[src/hdl/mps_pkg.sv]
// shared constants and types of the motor mode and protection supervisor
package mps_pkg;

  // ==========================================================================
  // system modes and run states
  typedef enum logic [2:0] {
    MD_INACTIVE = 3'h1,
    MD_ACTIVE = 3'h2,
    MD_ERROR = 3'h4
  } mps_mode_t;

  typedef enum logic [4:0] {
    RS_STOP = 5'h01,
    RS_OPEN_LOOP = 5'h02,
    RS_SWITCH_UP = 5'h04,
    RS_OBSERVER = 5'h08,
    RS_SWITCH_DOWN = 5'h10
  } mps_run_t;

  // ==========================================================================
  // fault flag layout
  localparam int FLT_W = 6;
  localparam int FLT_OVERCURRENT = 0;
  localparam int FLT_OVERVOLTAGE = 1;
  localparam int FLT_UNDERVOLTAGE = 2;
  localparam int FLT_OVERSPEED = 3;
  localparam int FLT_STALL = 4;
  localparam int FLT_HW_ESTOP = 5;
  localparam logic [FLT_W-1:0] FLT_RESET = 6'h00;

  // ==========================================================================
  // protection limits (volts, rpm) and overcurrent scaling
  localparam int OV_LIMIT_V = 450;
  localparam int UV_LIMIT_V = 100;
  localparam int SPEED_LIMIT_RPM = 4200;
  localparam int OPEN_LOOP_LIMIT_RPM = 600;
  // limit = rated rms setting * num >> shift; default num is about sqrt(2)
  localparam int OC_SCALE_NUM = 362;
  localparam int OC_SCALE_SHIFT = 8;

  // ==========================================================================
  // pwm pin count
  localparam int PWM_W = 6;
  localparam logic [PWM_W-1:0] PWM_RESET = 6'h00;

endpackage

[src/hdl/mps_supervisor.sv]
// motor mode, run sequence and protection supervisor with pwm gating
`timescale 1ns/10ps

// Overview of operation
// RQ1: system mode is always exactly one of inactive, active or error.
// RQ2: inactive, active, reset come from user; error only from own fault checks.
// RQ3: run state advances only in active mode; otherwise it stays stopped.
// RQ4: after reset the run state is stop with no drive applied.
// RQ5: open loop drives the motor from 0 rpm up to the adjustable threshold.
// RQ6: accelerating switch hands data to observer, then enters observer state.
// RQ7: decelerating switch hands data back, then returns to open loop.
// RQ8: observer state drives sensorless vector control above the lower limit.
// RQ9: hardware emergency stop puts all pwm pins into high impedance at once; here on the third clock edge after the pin falls.
// RQ10: each control tick, every phase current checked against overcurrent limit.
// RQ11: overcurrent limit is derived from the rated motor current setting.
// RQ12: each control tick, bus voltage above 450 V stops the motor.
// RQ13: each control tick, bus voltage below 100 V stops the motor.
// RQ14: each control tick, speed above 4200 rpm stops the motor.
// RQ15: stall stops the motor only in observer state with stall check enabled.
// RQ16: any emergency stop forces error, run stop, pwm off until reset.
// RQ17: reset event in error clears fault flags and returns to inactive; here only when no fault event arrives in the same cycle.
module mps_supervisor
  import mps_pkg::*;
#(
  parameter int CUR_W = 16,
  parameter int VOLT_W = 16,
  parameter int SPD_W = 16,
  parameter int THRESH_RPM = OPEN_LOOP_LIMIT_RPM
) (
  input wire logic clk,
  input wire logic rst_b,
  input wire logic cmd_active,
  input wire logic cmd_inactive,
  input wire logic cmd_reset,
  input wire logic ctrl_tick,
  input wire logic signed [CUR_W-1:0] phase_u_ma,
  input wire logic signed [CUR_W-1:0] phase_v_ma,
  input wire logic signed [CUR_W-1:0] phase_w_ma,
  input wire logic [CUR_W-1:0] rated_motor_current_setting,
  input wire logic [VOLT_W-1:0] bus_volts,
  input wire logic signed [SPD_W-1:0] speed_rpm,
  input wire logic signed [SPD_W-1:0] speed_cmd_rpm,
  input wire logic handover_done,
  input wire logic stall_enable,
  input wire logic stall_seen,
  input wire logic estop_hw_b,
  input wire logic [PWM_W-1:0] pwm_in,
  output mps_mode_t mode_q,
  output mps_run_t run_q,
  output logic [FLT_W-1:0] fault_q,
  output logic observer_sel_q,
  output logic handover_req_q,
  output logic [PWM_W-1:0] pwm_out_q,
  output logic [PWM_W-1:0] pwm_oe_q
);

  localparam logic [SPD_W-1:0] THRESH = SPD_W'(THRESH_RPM);
  localparam logic [SPD_W-1:0] SPD_LIM = SPD_W'(SPEED_LIMIT_RPM);
  localparam logic [VOLT_W-1:0] OV_LIM = VOLT_W'(OV_LIMIT_V);
  localparam logic [VOLT_W-1:0] UV_LIM = VOLT_W'(UV_LIMIT_V);
  localparam logic [CUR_W-1:0] OC_NUM = CUR_W'(OC_SCALE_NUM);
  localparam int PROD_W = 2 * CUR_W;

  function automatic logic [CUR_W-1:0] mag(input logic signed [CUR_W-1:0] v);
    mag = v[CUR_W-1] ? CUR_W'(-v) : v;
  endfunction

  // ==========================================================================
  // emergency stop pin synchroniser
  logic estop_m1_q;
  logic estop_s_q;
  always_ff @(posedge clk or negedge rst_b) begin
    if (!rst_b) begin
      estop_m1_q <= 1'b0;
      estop_s_q <= 1'b0;
    end else begin
      estop_m1_q <= ~estop_hw_b;
      estop_s_q <= estop_m1_q;
    end
  end

  // ==========================================================================
  // protection checks
  logic [PROD_W-1:0] oc_prod;
  logic [PROD_W-1:0] oc_limit;
  logic [FLT_W-1:0] flt_evt;
  logic any_evt;
  logic [SPD_W-1:0] spd_mag;
  logic [SPD_W-1:0] cmd_mag;

  always_comb begin
    oc_prod = PROD_W'(rated_motor_current_setting) * PROD_W'(OC_NUM); // [RQ11]
    oc_limit = oc_prod >> OC_SCALE_SHIFT; // [RQ11]
    spd_mag = mag(speed_rpm);
    cmd_mag = mag(speed_cmd_rpm);
    flt_evt = FLT_RESET;
    if (ctrl_tick) begin
      flt_evt[FLT_OVERCURRENT] = ({{CUR_W{1'b0}}, mag(phase_u_ma)} > oc_limit) ||
                                 ({{CUR_W{1'b0}}, mag(phase_v_ma)} > oc_limit) ||
                                 ({{CUR_W{1'b0}}, mag(phase_w_ma)} > oc_limit); // [RQ10]
      flt_evt[FLT_OVERVOLTAGE] = bus_volts > OV_LIM; // [RQ12]
      flt_evt[FLT_UNDERVOLTAGE] = bus_volts < UV_LIM; // [RQ13]
      flt_evt[FLT_OVERSPEED] = spd_mag > SPD_LIM; // [RQ14]
      flt_evt[FLT_STALL] = stall_seen && stall_enable && (run_q == RS_OBSERVER); // [RQ15]
    end
    // a supply glitch while stopped still matters, so all checks but stall run in every mode
    flt_evt[FLT_HW_ESTOP] = estop_s_q; // [RQ9]
    any_evt = |flt_evt;
  end

  // ==========================================================================
  // mode and run sequencing
  mps_mode_t mode_d;
  mps_run_t run_d;
  logic [FLT_W-1:0] fault_d;

  always_comb begin
    mode_d = mode_q;
    run_d = run_q;
    fault_d = fault_q | flt_evt;
    case (mode_q)
      MD_INACTIVE: begin
        if (cmd_active) begin
          mode_d = MD_ACTIVE; // [RQ2]
        end
      end
      MD_ACTIVE: begin
        if (cmd_inactive) begin
          mode_d = MD_INACTIVE; // [RQ2]
        end
      end
      MD_ERROR: begin
        // a fault arriving with the reset keeps the error and its flag
        if (cmd_reset && !any_evt) begin
          mode_d = MD_INACTIVE; // [RQ17]
          fault_d = FLT_RESET; // [RQ17]
        end
      end
      default: begin
        mode_d = MD_ERROR;
      end
    endcase
    if (any_evt) begin
      mode_d = MD_ERROR; // [RQ2] [RQ16]
    end
    if (mode_d != MD_ACTIVE) begin
      run_d = RS_STOP; // [RQ3] [RQ16]
    end else begin
      case (run_q)
        RS_STOP: begin
          run_d = RS_OPEN_LOOP; // [RQ5]
        end
        RS_OPEN_LOOP: begin
          if (cmd_mag > THRESH) begin
            run_d = RS_SWITCH_UP;
          end
        end
        RS_SWITCH_UP: begin
          if (handover_done) begin
            run_d = RS_OBSERVER; // [RQ6]
          end
        end
        RS_OBSERVER: begin
          // threshold doubles as the observer's lower speed limit
          if (cmd_mag <= THRESH) begin
            run_d = RS_SWITCH_DOWN; // [RQ8]
          end
        end
        RS_SWITCH_DOWN: begin
          if (handover_done) begin
            run_d = RS_OPEN_LOOP; // [RQ7]
          end
        end
        default: begin
          run_d = RS_STOP;
        end
      endcase
    end
  end

  always_ff @(posedge clk or negedge rst_b) begin
    if (!rst_b) begin
      mode_q <= MD_INACTIVE; // [RQ1]
      run_q <= RS_STOP; // [RQ4]
      fault_q <= FLT_RESET;
    end else begin
      mode_q <= mode_d;
      run_q <= run_d;
      fault_q <= fault_d;
    end
  end

  // ==========================================================================
  // pwm gating and algorithm selection
  logic [PWM_W-1:0] pwm_oe_d;
  logic observer_sel_d;
  logic handover_req_d;

  always_comb begin
    // the pin path adds two sync stages; the inverter gate has its own hard trip
    pwm_oe_d = {PWM_W{(mode_d == MD_ACTIVE) && (run_d != RS_STOP) && !estop_s_q}}; // [RQ9] [RQ16]
    observer_sel_d = (run_d == RS_OBSERVER); // [RQ8]
    handover_req_d = (run_d == RS_SWITCH_UP) || (run_d == RS_SWITCH_DOWN); // [RQ6] [RQ7]
  end

  always_ff @(posedge clk or negedge rst_b) begin
    if (!rst_b) begin
      pwm_oe_q <= PWM_RESET;
      pwm_out_q <= PWM_RESET;
      observer_sel_q <= 1'b0;
      handover_req_q <= 1'b0;
    end else begin
      pwm_oe_q <= pwm_oe_d;
      pwm_out_q <= pwm_in;
      observer_sel_q <= observer_sel_d;
      handover_req_q <= handover_req_d;
    end
  end

  // ==========================================================================
  // checks
  mode_onehot_a: assert property (@(posedge clk) disable iff (!rst_b) // [RQ1]
    $onehot(mode_q)) else $error("system mode not one-hot");

  error_source_a: assert property (@(posedge clk) disable iff (!rst_b) // [RQ2]
    (mode_q == MD_ERROR) && !$past(mode_q == MD_ERROR) |-> $past(any_evt))
    else $error("error mode entered without a fault");

  idle_run_stop_a: assert property (@(posedge clk) disable iff (!rst_b) // [RQ3]
    (mode_q != MD_ACTIVE) |-> (run_q == RS_STOP) && (pwm_oe_q == PWM_RESET))
    else $error("run state or drive outside active mode");

  hw_estop_off_a: assert property (@(posedge clk) disable iff (!rst_b) // [RQ9]
    estop_s_q |=> (pwm_oe_q == PWM_RESET) && (mode_q == MD_ERROR) && fault_q[FLT_HW_ESTOP])
    else $error("pwm still driven after hardware stop");

  overcurrent_trip_a: assert property (@(posedge clk) disable iff (!rst_b) // [RQ10]
    ctrl_tick && ({{CUR_W{1'b0}}, mag(phase_v_ma)} > oc_limit)
    |=> fault_q[FLT_OVERCURRENT] && (mode_q == MD_ERROR) && (run_q == RS_STOP))
    else $error("overcurrent not tripped");

  bus_volt_trip_a: assert property (@(posedge clk) disable iff (!rst_b) // [RQ12] [RQ13]
    ctrl_tick && ((bus_volts > OV_LIM) || (bus_volts < UV_LIM))
    |=> (mode_q == MD_ERROR) && (fault_q[FLT_OVERVOLTAGE] || fault_q[FLT_UNDERVOLTAGE]))
    else $error("bus voltage fault not tripped");

  stall_gate_a: assert property (@(posedge clk) disable iff (!rst_b) // [RQ15]
    $rose(fault_q[FLT_STALL]) |-> $past(stall_enable && (run_q == RS_OBSERVER)))
    else $error("stall flagged outside enabled observer state");

  switch_up_a: assert property (@(posedge clk) disable iff (!rst_b) // [RQ6]
    (run_q == RS_SWITCH_UP) && handover_done && !any_evt && !cmd_inactive
    |=> (run_q == RS_OBSERVER) && observer_sel_q && !handover_req_q)
    else $error("observer not entered");

  switch_down_a: assert property (@(posedge clk) disable iff (!rst_b) // [RQ7]
    (run_q == RS_SWITCH_DOWN) && handover_done && !any_evt && !cmd_inactive
    |=> (run_q == RS_OPEN_LOOP)) else $error("open loop not resumed");

  reset_clear_a: assert property (@(posedge clk) disable iff (!rst_b) // [RQ17]
    (mode_q == MD_ERROR) && cmd_reset && !any_evt
    |=> (mode_q == MD_INACTIVE) && (fault_q == FLT_RESET))
    else $error("reset event did not clear error");

endmodule

[config.mk]
export PLATFORM = sky130hd
export DESIGN_NAME = mps_supervisor
export DESIGN_NICKNAME = d
export VERILOG_FILES = /design/src/hdl/mps_pkg.sv /design/src/hdl/mps_supervisor.sv
export SDC_FILE = /design/constraint.sdc
export NUM_CORES = 1
export LEC_CHECK = 0
export BUFFER_PORTS_ARGS = -buffer_cell sky130_fd_sc_hd__buf_2
export CAP_MARGIN = 20
export CORE_MARGIN = 2
export CORE_UTILIZATION = 55
export CTS_CLUSTER_DIAMETER = 80
export CTS_CLUSTER_SIZE = 12
export DETAILED_ROUTE_END_ITERATION = 8
export PLACE_DENSITY = 0.81
export SLEW_MARGIN = 20
export SYNTH_ARGS = -nofsm -noshare
export SYNTH_HDL_FRONTEND = slang
export SYNTH_SLANG_ARGS = --single-unit
[constraint.sdc]
create_clock -name clk -period 2.6 [get_ports clk]
set_input_delay 0.52 -clock clk [delete_from_list [all_inputs] [get_ports clk]]
set_output_delay 0.52 -clock clk [all_outputs]
set_load 0.02 [all_outputs]
## Yosys cells after proc, flatten, opt, wreduce, memory -nomap -nowiden

Cells that the tools add are included.

| operators by class | value |
|---|---|
| $add $sub $neg | 5 |
| multipliers | 1 |
| $lt $le $gt $ge | 8 |
| eq/ne operators | 14 |
| mux-type cells | 19 |
| bitwise operators | 2 |
| reduce and logical (&&, ||, !) cells | 11 |

Operators with widths:

| cell | number |
|---|---|
| 16-bit 2-to-1 mux | 5 |
| 16-bit negator | 5 |
| 16-bit by 17-bit > comparator with 1-bit output | 3 |
| 5-bit 2-to-1 mux | 6 |
| 5-bit one-hot mux with 5 select lines | 1 |
| 16-bit by 8-bit multiplier with 24-bit output, second input constant | 1 |
| 16-bit by 10-bit > comparator with 1-bit output, second input constant | 1 |
| 16-bit by 13-bit > comparator with 1-bit output, second input constant | 1 |
| 16-bit by 9-bit > comparator with 1-bit output, second input constant | 1 |
| 16-bit by 10-bit less-or-equal comparator with 1-bit output, second input constant | 1 |
| 16-bit by 7-bit less-than comparator with 1-bit output, second input constant | 1 |
| 3-bit 2-to-1 mux | 4 |
| 6-bit 2-to-1 mux | 2 |
| 5-bit by 3-bit == test with 1-bit output, second input constant | 2 |
| 5-bit by 4-bit == test with 1-bit output, second input constant | 2 |
| 5-bit == test, second input constant | 2 |
| 3-bit one-hot mux with 3 select lines | 1 |
| 3-bit by 2-bit == test with 1-bit output, second input constant | 2 |
| 6-bit bitwise OR | 1 |
| 6-bit OR reduction | 1 |
| 5-bit by 1-bit == test with 1-bit output, second input constant | 1 |
| 5-bit by 2-bit == test with 1-bit output, second input constant | 1 |
| 1-bit logical AND | 5 |
| 5-bit by 1-bit inequality test with 1-bit output, second input constant | 1 |
| other kinds (6) | 9 |

| word-level totals | value |
|---|---|
| register bits | 25 |
| bits of input ports | 128 |
| output and inout bits | 28 |
| word-level logic and storage cells | 69 |

## Longest topological paths before layout

Gate-level depths: netlist of run 1.

| logic depth | value |
|---|---|
| depth after elaboration | 17 |
| mapped depth | 27 |
| depth with buffers taken out | 26 |

## Worst setup path after synthesis of run 1

No wires, ideal clock.

| path | value |
|---|---|
| kind | input -> register |
| start | in rated_motor_current_setting[8] |
| end | reg mode_q[2] |
| library setup time | 138 ps |
| arrival time | 6254 ps |
| data required time | 2462 ps |
| setup slack | -3793 ps |
| cell stages on the path | 24 |
| buffers on the path | 1 |
| cells stage by stage | ha_1 -> inv_1 -> fa_1 -> inv_1 -> fa_1 -> inv_1 -> fa_1 -> inv_1 -> ha_1 -> buf_2 -> and4_1 -> and3_1 -> a221o_1 -> a221o_1 -> xnor2_1 -> ha_1 -> a21oi_1 -> o21ai_0 -> a21oi_1 -> o31ai_1 -> maj3_1 -> a31oi_1 -> o22ai_4 -> or4_1 |

| on the way | value |
|---|---|
| cells in the longest elaborated chain, start to end | 11 |
| elaborated cells on any way between the ends | 13 |
| those cells by class | 1 x mul; 3 x order compare; 4 x mux; 5 x reduce/logical |

RTL lines:

| element | line | RTL |
|---|---|---|
| from (decl) | mps_supervisor.sv:39 | `input wire logic [CUR_W-1:0] rated_motor_current_setting,` |
| 16-bit by 8-bit multiplier with 24-bit output * | mps_supervisor.sv:92 | `oc_prod = PROD_W'(rated_motor_current_setting) * PROD_W'(OC_NUM);` |
| 16-bit by 17-bit > comparator with 1-bit output, on equally long branches | mps_supervisor.sv:98, mps_supervisor.sv:99 |  |
| 1-bit logical OR | mps_supervisor.sv:98 | `flt_evt[FLT_OVERCURRENT] = ({{CUR_W{1'b0}}, mag(phase_u_ma)} > oc_limit) \|\|` |
| 1-bit logical OR * | mps_supervisor.sv:99 | `({{CUR_W{1'b0}}, mag(phase_v_ma)} > oc_limit) \|\|` |
| 5-bit 2-to-1 mux * | mps_supervisor.sv:97 | `if (ctrl_tick) begin` |
| 6-bit OR reduction * | mps_supervisor.sv:108 | `any_evt = \|flt_evt;` |
| 1-bit logical NOT | mps_supervisor.sv:134 | `if (cmd_reset && !any_evt) begin` |
| 1-bit logical AND | mps_supervisor.sv:134 |  |
| 3-bit 2-to-1 mux | mps_supervisor.sv:134 |  |
| 3-bit one-hot mux with 3 select lines | mps_supervisor.sv:121 | `case (mode_q)` |
| 3-bit 2-to-1 mux * | mps_supervisor.sv:143 | `if (any_evt) begin` |
| named net mode_d[2] | mps_supervisor.sv:113 | `mps_mode_t mode_d;` |
| to (signal assigned) | mps_supervisor.sv:187 | `mode_q <= mode_d;` |
| to (decl) | mps_supervisor.sv:48 | `output mps_mode_t mode_q,` |

Mark *: on every way through the listed nets, which the timed path passes. The rest lies on a longest branch.

## Worst setup path in the final report of run 1

| path | value |
|---|---|
| start | in rated_motor_current_setting[3] |
| end | reg mode_q[2] |

Same word-level chain as after synthesis.

==> impl_metrics.ini, run 1 <==
[placement]
place_inst = 1209
io_buffers = 155
gp_congestion = 0.956
dp_hpwl_um = 15900

[global_routing]
track_usage_pct = 39.0
grt_pass1_vias = 7646
grt_max_degree = 26
grt_first_pass_wirelength_um = 36100
antenna_found_initial = 1
grt_overflow_total = 0

[logic_synthesis]
synthDominantCellAreaShare_pct = 21.9
ys_top_cells_by_count = 106 x ha_1, 105 x inv_1, 47 x xnor2_1
ys_types = 80
synth-seq-cells = 25
synthAdderAreaFrac_pct = 33.1
yosysWarnings = 0
syn_inst = 732
syn-cell-area_um2 = 6060
synth_compound_area_share_pct = 20.7
yosys.area_share.simple_pct = 18.0
synth_mux_area_share_pct = 0.351
yosysTopAreaCell = ha_1
ys_seq_area_share_pct = 10.4
synth_xor_xnor_area_share_pct = 9.76
synth_most_common_cell = ha_1
synthFlopType = dfrtp_1
synth_area_per_cell_um2 = 8.28
synthTopCellsByArea = ha_1 22%, fa_1 11%, dfrtp_1 9.5%, xnor2_1 6.8%, inv_1 6.5%
synth_top_family_by_area = adder cells
async_flop_share_pct = 100
synth_fp_nets = 999
synth_edf_count = 0

[timing]
final_hold_viol_count = 0
worst_pin_slew_ps = 644
finalCritPeriodShare_pct = 265
setup_viol = 17
fmax_mhz = 145
timing.final.ws_setup_ps = -4280
fin_worst_skew_ps = 3.32
rsz0062_at_grt = yes
fin_crit_ps = 6880
slew_viol_final = 0
slew_headroom_pct = 57.1

[floorplan]
die_y_um = 109
fp.dieArea_um2 = 11900
start_util_pct = 56.2
rows = 38
core_area_um2 = 10800
die_w_um = 109
io-pin-count = 156

[critical_path]
r2r-end = run_q[1]
critPathKind = primary input to flop
critPathRequiredTime_ps = 2750
critPathLaunchType = primary input
worstPathArrival_ps = 7030
ff2ff_path_depth = 9
setup.worst_path.end_class = flop
reg2reg_from = run_q[3]
cp_max_fo = 5
r2r_slack_ps = 260

[clock_network]
clockRootBuffer = clkbuf_8
path_clk_slew_ps = 90
cts-htree-levels = 1
cts_made_buffers = 3
ctsLongestPathBuffers = 2
cts_tree = yes
cts_sinks = 25
clock_latency_ps = 270

[finish]
syn_to_final_growth_pct = 54.8
fin_cells = 1238
multi_input_area_um2 = 5620
antenna_cells = 0
fill_cells = 500
drive_gt1_share_pct = 44.7
layout.nets = 1366
seqCellArea_um2 = 628

[job]
cap_violations = 0

[drt]
via_per_inst = 6.59
first_pass_iters = 9
drt_iter0_drc = 1126
postRouteAntennaNets = 0
drc = 20
vias = 8156
wirelength_um = 29200
wire_per_inst_um = 23.6

[run_status]
status = finished with violations
violations = design-rule violations, negative setup slack

[power_and_ir_drop]
max-vdd-ir-drop_v = 0.000865
power_density_nw_per_um2 = 1340
total_power_uw = 12600
p_leak_uw = 0.00469

[min_path]
min_path_type = primary input to async pin
routing by layer:
layer	GRT usage [%]	up-vias	wire length, um
li1	-	3355	-
met4	27.7	0	3400
met5	0	-	0
met1	43.3	3660	9550
met3	6.93	339	3660
met2	66.9	802	12500
critical path: stages:
cell       delay [ps]
buf_4             160
ha_4              390
xor2_4            120
a22o_1            240
fa_1              530
inv_2              70
fa_1              680
inv_1             130
ha_4              240
buf_4             170
nand3_2           160
o211ai_1          200
a221o_1           440
a21oi_2           210
nor2b_1           110
nor2_1            190
xor2_1            290
ha_1              270
nand4_1           200
nor4_2            380
nand4_1           210
a211oi_2          370
a2111oi_4          80
and2_4            170
or4_4             500
layout make-up:
class / count / area share (%)
Multi-Input combinational cell: 588 / 59.9
Timing Repair Buffer: 376 / 26.8
Sequential cell: 25 / 6.69
Inverter: 105 / 4.23
Tap cell: 140 / 1.87
Clock buffer: 3 / 0.440
Clock inverter: 1 / 0.0533
metrics by stage:
stage               hold WS, ps  setup TNS, ps  area (um2)  util, %  setup WS [ps]
floorplan                   224         -57100        6150        -          -3460
global route                265         -71820        9380     86.9          -4310
CTS                         233         -53850        8920     82.6          -3300
detailed placement          343         -67560        8500     78.8          -4050
finish                      213         -71170        9380     86.9          -4280
global placement            338         -62990        8500     78.8          -3740
what timing repair did:
action | 4_1_cts | 5_1_grt
setup endpoints to repair | 17 | 17
hold buffers | 0 | 0
pin swaps | 41 | 53
gates cloned | 0 | 1
setup buffers | 11 | 14
gates resized for setup | 57 | 66
cells in the final DEF (no fill, tap or decap), types with 8 or more instances in the layout:
| master | synthesis | routed |
|---|---|---|
| a21oi_1 | 44 | 27 |
| a21oi_2 | 0 | 14 |
| and3_1 | 12 | 10 |
| buf_2 | 1 | 149 |
| buf_4 | 5 | 217 |
| dfrtp_1 | 23 | 23 |
| fa_1 | 33 | 32 |
| ha_1 | 106 | 86 |
| ha_4 | 0 | 19 |
| inv_1 | 105 | 93 |
| inv_2 | 0 | 11 |
| nand2_1 | 42 | 42 |
| nand2b_1 | 10 | 10 |
| nand3_1 | 17 | 14 |
| nand4_1 | 8 | 8 |
| nor2_1 | 28 | 28 |
| nor2b_1 | 9 | 8 |
| nor3_1 | 20 | 16 |
| o21ai_0 | 33 | 26 |
| o31ai_1 | 14 | 13 |
| or3_1 | 10 | 10 |
| xnor2_1 | 47 | 44 |
| xor2_1 | 18 | 11 |
registers in the layout, indices dropped and copies added, names as in the netlist:
signal	flops
estop_m1_q	1
fault_q	6
pwm_out_q	6
observer_sel_q	1
run_q	5
estop_s_q	1
handover_req_q	1
mode_q	3
pwm_oe_q	1
cells by family (layout without fill, tap and decap cells):
logic type	count (synthesis)	after routing
simple gates	200	200
compound gates	179	179
fa+ha+maj	141	141
buf+inv	119	485
xor+xnor	66	66
flops	25	25
mux	2	2
how the worst max path moves through the flow:
stage,startpoint,endpoint,slack (ps),depth (start not counted)
final,rated_motor_current_setting[3],mode_q[2],-4280,25
after global routing,rated_motor_current_setting[3],run_q[1],-4310,25
after CTS,rated_motor_current_setting[4],mode_q[2],-3300,24
after detailed placement,rated_motor_current_setting[4],fault_q[1],-4050,27
after global placement,rated_motor_current_setting[4],fault_q[2],-3740,27
after floorplan,rated_motor_current_setting[7],mode_q[2],-3460,25
where the power goes:
| part | internal, uW | total [uW] | switching [uW] |
|---|---|---|---|
| clock network | 107 | 232 | 125 |
| logic | 5380 | 11900 | 6530 |
| registers | 415 | 431 | 16.6 |
| total | 5900 | 12600 | 6670 |
Power figures use the tool's default switching activity.
==> run 2, diff against run 1 <==
CORE_UTILIZATION = 50   (was 55)
PLACE_DENSITY = 0.78   (was 0.81)
clock period = 5.7 ns   (was 2.6 ns; I/O delays follow)
==> run 2 against run 1 <==
The run ends with negative setup slack left; sequential share of layout area grew 0.56 points; critical path depth shrank 1; first-iteration DRC count shrank 64%; sequential power shrank 54%; non-clock buffer count shrank 79; clock skew grew 1.9 ps; global-route usage shrank 12 points; count of clock-buffer cells in the layout grew 1; routed wire length shrank 37%; register-to-register slack gained 2900 ps; critical path type unchanged.
==> impl_metrics.ini, run 2 (synthesized netlist as in run 1, its figures left out) <==
[floorplan]
core_area_um2 = 11900
start_util_pct = 50.9
die_w_um = 114
die_y_um = 114
fp.dieArea_um2 = 13000
rows = 40
io-pin-count = 156

[drt]
drt_iter0_drc = 402
first_pass_iters = 5
vias = 6558
via_per_inst = 5.62
wirelength_um = 18400
postRouteAntennaNets = 0
wire_per_inst_um = 15.8
drc = 0

[global_routing]
grt_first_pass_wirelength_um = 29300
grt_max_degree = 26
antenna_found_initial = 0
grt_overflow_total = 0
track_usage_pct = 27.2
grt_pass1_vias = 6482

[finish]
reg_top3 = fault_q: 6 flops, pwm_out_q: 6 flops, run_q: 5 flops
layout.nets = 1287
drive_gt1_share_pct = 38.7
layout_common_cells = 149 x buf_2, 135 x buf_4, 92 x inv_1
syn_to_final_growth_pct = 42.9
final_common_cell = buf_2
fill_cells = 851
fin_util_pct = 72.7
antenna_cells = 0
fin_cells = 1166

[critical_path]
setup.worst_path.end_class = flop
critPathKind = primary input to flop
critPathRequiredTime_ps = 5820
cp_max_fo = 4
critPathLaunchType = primary input
ff2ff_path_depth = 9
worstPathArrival_ps = 6970

[clock_network]
cts_tree = yes
ctsLongestPathBuffers = 2
cts_made_buffers = 3
path_clk_slew_ps = 60
clock_latency_ps = 250
clockRootBuffer = clkbuf_16
cts-htree-levels = 1
cts_sinks = 25

[timing]
rsz0062_at_grt = yes
slew_viol_final = 0
finalCritPeriodShare_pct = 120
final_hold_viol_count = 0
slew_headroom_pct = 47.1
fin_crit_ps = 6840
fmax_mhz = 146
worst_pin_slew_ps = 785
fin_worst_skew_ps = 5.27
setup_viol = 17
timing.final.ws_setup_ps = -1140

[run_status]
violations = negative setup slack
status = finished with violations

[power_and_ir_drop]
max-vdd-ir-drop_v = 0.000274
p_leak_uw = 0.00431
power_density_nw_per_um2 = 541

[placement]
io_buffers = 155
dp_hpwl_um = 14300
place_inst = 1143
gp_congestion = 0.940

[job]
cap_violations = 0

[min_path]
min_path_type = flop to flop
hold_path_depth = 0
==> run 2: cell count changes in the layout (fill, tap and decap cells not counted), sizes merged <==
cell    before  now
buf        375  297
clkinv       1    0
==> run 2: worst paths after layout <==
| check | slack [ps] | to | from |
|---|---|---|---|
| setup / recovery | -1140 | mode_q[2] | rated_motor_current_setting[3] |
| hold / removal | 360 | estop_s_q | estop_m1_q |
| setup reg to reg | 3160 | fault_q[5] | run_q[3] |
| hold reg to reg | 360 | estop_s_q | estop_m1_q |
| max in group asynchronous | 4470 | mode_q[0] | rst_b |
| min in group asynchronous | 860 | observer_sel_q | rst_b |
==> run 2: routing by layer <==
metal	wire length, um	track usage [%]	vias to the layer above
met1	7730	34.8	3056
met5	0	0	-
met2	9160	49.6	254
met3	1040	2.54	41
li1	-	-	3207
met4	457	6.34	0
==> run 2: final cells by class <==
type	instances	area [um2]	area share (%)
Tap cell	147	184	2.12
Inverter	105	399	4.61
Sequential cell	25	628	7.25
Timing Repair Buffer	297	1910	22.1
Multi-Input combinational cell	588	5460	63.0
Clock buffer	4	78.8	0.910
==> run 2: metrics by stage <==
stage          setup TNS [ps]  total power [uW]  hold WS (ps)  area [um2]  setup WS [ps]
2_1_floorplan          -14940              2320           331        6150           -979
3_3_place_gp           -22780              3730           337        7950          -1390
5_1_grt                -19760              5070           360        8660          -1270
3_5_place_dp           -26010              3830           343        7950          -1630
4_1_cts                -14150              4250           359        8410           -952
6_report               -17970              4690           360        8660          -1140
==> run 2: timing repair <==
item / CTS / global route
hold buffers: 0 / 0
setup endpoints to repair: 17 / 17
buffers inserted: 12 / 10
pin swaps: 39 / 37
gates resized for setup: 56 / 43
cloned: 0 / 0
==> run 2: where the power goes <==
part / switching [uW] / internal [uW] / total, uW
logic: 2130 / 2200 / 4340
registers: 8.23 / 190 / 198
clock network: 56.6 / 95.4 / 152
==> run 2: worst max-delay path, cell delays in order <==
cell       delay (ps)
buf_4             140
ha_4              270
xor2_2            190
xor2_1            170
fa_1              590
inv_2              70
fa_1              570
inv_1              60
ha_1              330
and4_4            200
and3_4            170
a221o_1           380
a221o_1           420
buf_4             170
a21oi_2           120
xor2_1             90
ha_1              290
nand4_1           110
nor4_2            200
nand4_1           180
a211oi_2          290
a2111oi_4          90
and2_4            210
or4_1             510
==> run 3, diff against run 2 <==
CORE_ASPECT_RATIO = 0.5   (was default)
SKIP_CTS_REPAIR_TIMING = 1   (was default)
==> run 3 against run 2 <==
Global-route usage shrank 2.2 points; final cell count barely moved; first-iteration DRC count decreased by 25%; sequential share of layout area grew 0.11 points; cell area shrank 1.4%; the run still ends with negative setup slack left; flip-flop and latch count is the same; utilization is 0.41 points lower; die area is 0.40% higher.
==> impl_metrics.ini, run 3 (synthesized netlist as in run 1, its figures left out) <==
[placement]
io_buffers = 155
gp_congestion = 0.919
dp_hpwl_um = 14600
placed_cell_area_um2 = 7930

[timing]
final_hold_viol_count = 0
finalCritPeriodShare_pct = 117
fin_crit_ps = 6680
setup_viol = 17
fin_worst_skew_ps = 3.08
rsz0062_at_grt = yes
timing.final.ws_setup_ps = -981
worst_pin_slew_ps = 649
slew_headroom_pct = 56.3
fmax_mhz = 150
slew_viol_final = 0

[clock_network]
cts_tree = yes
cts_made_buffers = 3
clock_latency_ps = 250
ctsLongestPathBuffers = 2
clockRootBuffer = clkbuf_16
path_clk_slew_ps = 60
cts_sinks = 25
cts-htree-levels = 1

[finish]
drive_gt1_share_pct = 36.6
stdcell_area_um2 = 8530
layout.nets = 1270
reg_top3 = fault_q: 6 flops, pwm_out_q: 6 flops, run_q: 5 flops
fin_util_pct = 72.3
layout_common_cells = 150 x buf_2, 122 x buf_4, 95 x inv_1
syn_to_final_growth_pct = 40.8
antenna_cells = 0
final_common_cell = buf_2

[floorplan]
die_w_um = 160
core_area_um2 = 11800
io-pin-count = 156
fp.dieArea_um2 = 13100
start_util_pct = 51.3
rows = 28
die_y_um = 81.9

[drt]
via_per_inst = 5.50
drc = 0
first_pass_iters = 5
postRouteAntennaNets = 0
vias = 6414
drt_iter0_drc = 300
wirelength_um = 17900
wire_per_inst_um = 15.4

[job]
cap_violations = 0

[power_and_ir_drop]
max-vdd-ir-drop_v = 0.000335
p_leak_uw = 0.00422
power_density_nw_per_um2 = 535
total_power_uw = 4560

[critical_path]
setup.worst_path.end_class = flop
cp_max_fo = 4
worstPathArrival_ps = 6800
critPathKind = primary input to flop
critPathLaunchType = primary input
critPathRequiredTime_ps = 5820

[global_routing]
grt_max_degree = 26
track_usage_pct = 25.0
grt_overflow_total = 0
antenna_found_initial = 1
grt_first_pass_wirelength_um = 27300
grt_pass1_vias = 5983

[run_status]
status = finished with violations
violations = negative setup slack

[min_path]
min_path_type = flop to flop
## run 3: cell count changes in the layout (fill, tap and decap cells not counted), moves of 3 or more
cell	delta
buf_4	-13
buf_6	-7
inv_1	+3
inv_2	-3
nor3_1	+4
nor3_2	-3
## run 3: power breakdown
| group | internal (uW) | total [uW] | leakage, uW | switching [uW] |
|---|---|---|---|---|
| sequential | 190 | 199 | 0.000301 | 9.01 |
| combinational | 2110 | 4210 | 0.00388 | 2110 |
| clock | 95.4 | 151 | 0.0000382 | 55.7 |
| total | 2390 | 4560 | 0.00422 | 2170 |
## run 3: final cells by class
| type | count | area [um2] |
|---|---|---|
| Clock buffer | 4 | 78.8 |
| Timing Repair Buffer | 280 | 1780 |
| Tap cell | 165 | 206 |
| Fill cell | 883 | 3270 |
| Sequential cell | 25 | 628 |
| Inverter | 105 | 399 |
| Multi-Input combinational cell | 588 | 5440 |
## run 3: routing by layer
metal,global-route usage (%),wire length (um)
met1,33.0,7980
met5,0,13
met2,44.7,8690
met4,4.27,247
met3,3.74,1010
## run 3: metrics by stage
| stage | setup slack (ps) | instances | setup TNS (ps) | hold slack, ps |
|---|---|---|---|---|
| floorplan | -979 | 732 | -14940 | 331 |
| global placement | -1380 | 1153 | -20980 | 336 |
| detailed placement | -1490 | 1153 | -22700 | 340 |
| CTS | -1270 | 1157 | -18910 | 353 |
| global route | -1150 | 1167 | -17970 | 356 |
| finish | -981 | 1167 | -14920 | 351 |
## run 3: final timing paths
check	start	slack (ps)	end	depth (start not counted)
min in group asynchronous	rst_b	860	run_q[3]	1
min	estop_m1_q	350	estop_s_q	0
max reg2reg	run_q[3]	3310	run_q[1]	9
min reg2reg	estop_m1_q	350	estop_s_q	0
max in group asynchronous	rst_b	4470	mode_q[0]	1
max	rated_motor_current_setting[8]	-980	mode_q[2]	25
## run 3: worst max-delay path, stage by stage
cell       delay [ps]
buf_2             140
ha_4              270
inv_4              30
fa_1              470
inv_1              50
fa_1              470
inv_1              50
fa_1              490
inv_1              70
ha_4              220
and4_1            210
and3_4            170
a221o_1           400
a21oi_2           200
xor2_1            280
ha_1              310
a211o_1           300
a21oi_1           120
o21ai_0           110
o221ai_1          180
a32oi_1            80
o21ai_1           230
a2111oi_4         150
and2_4            200
or4_1             460
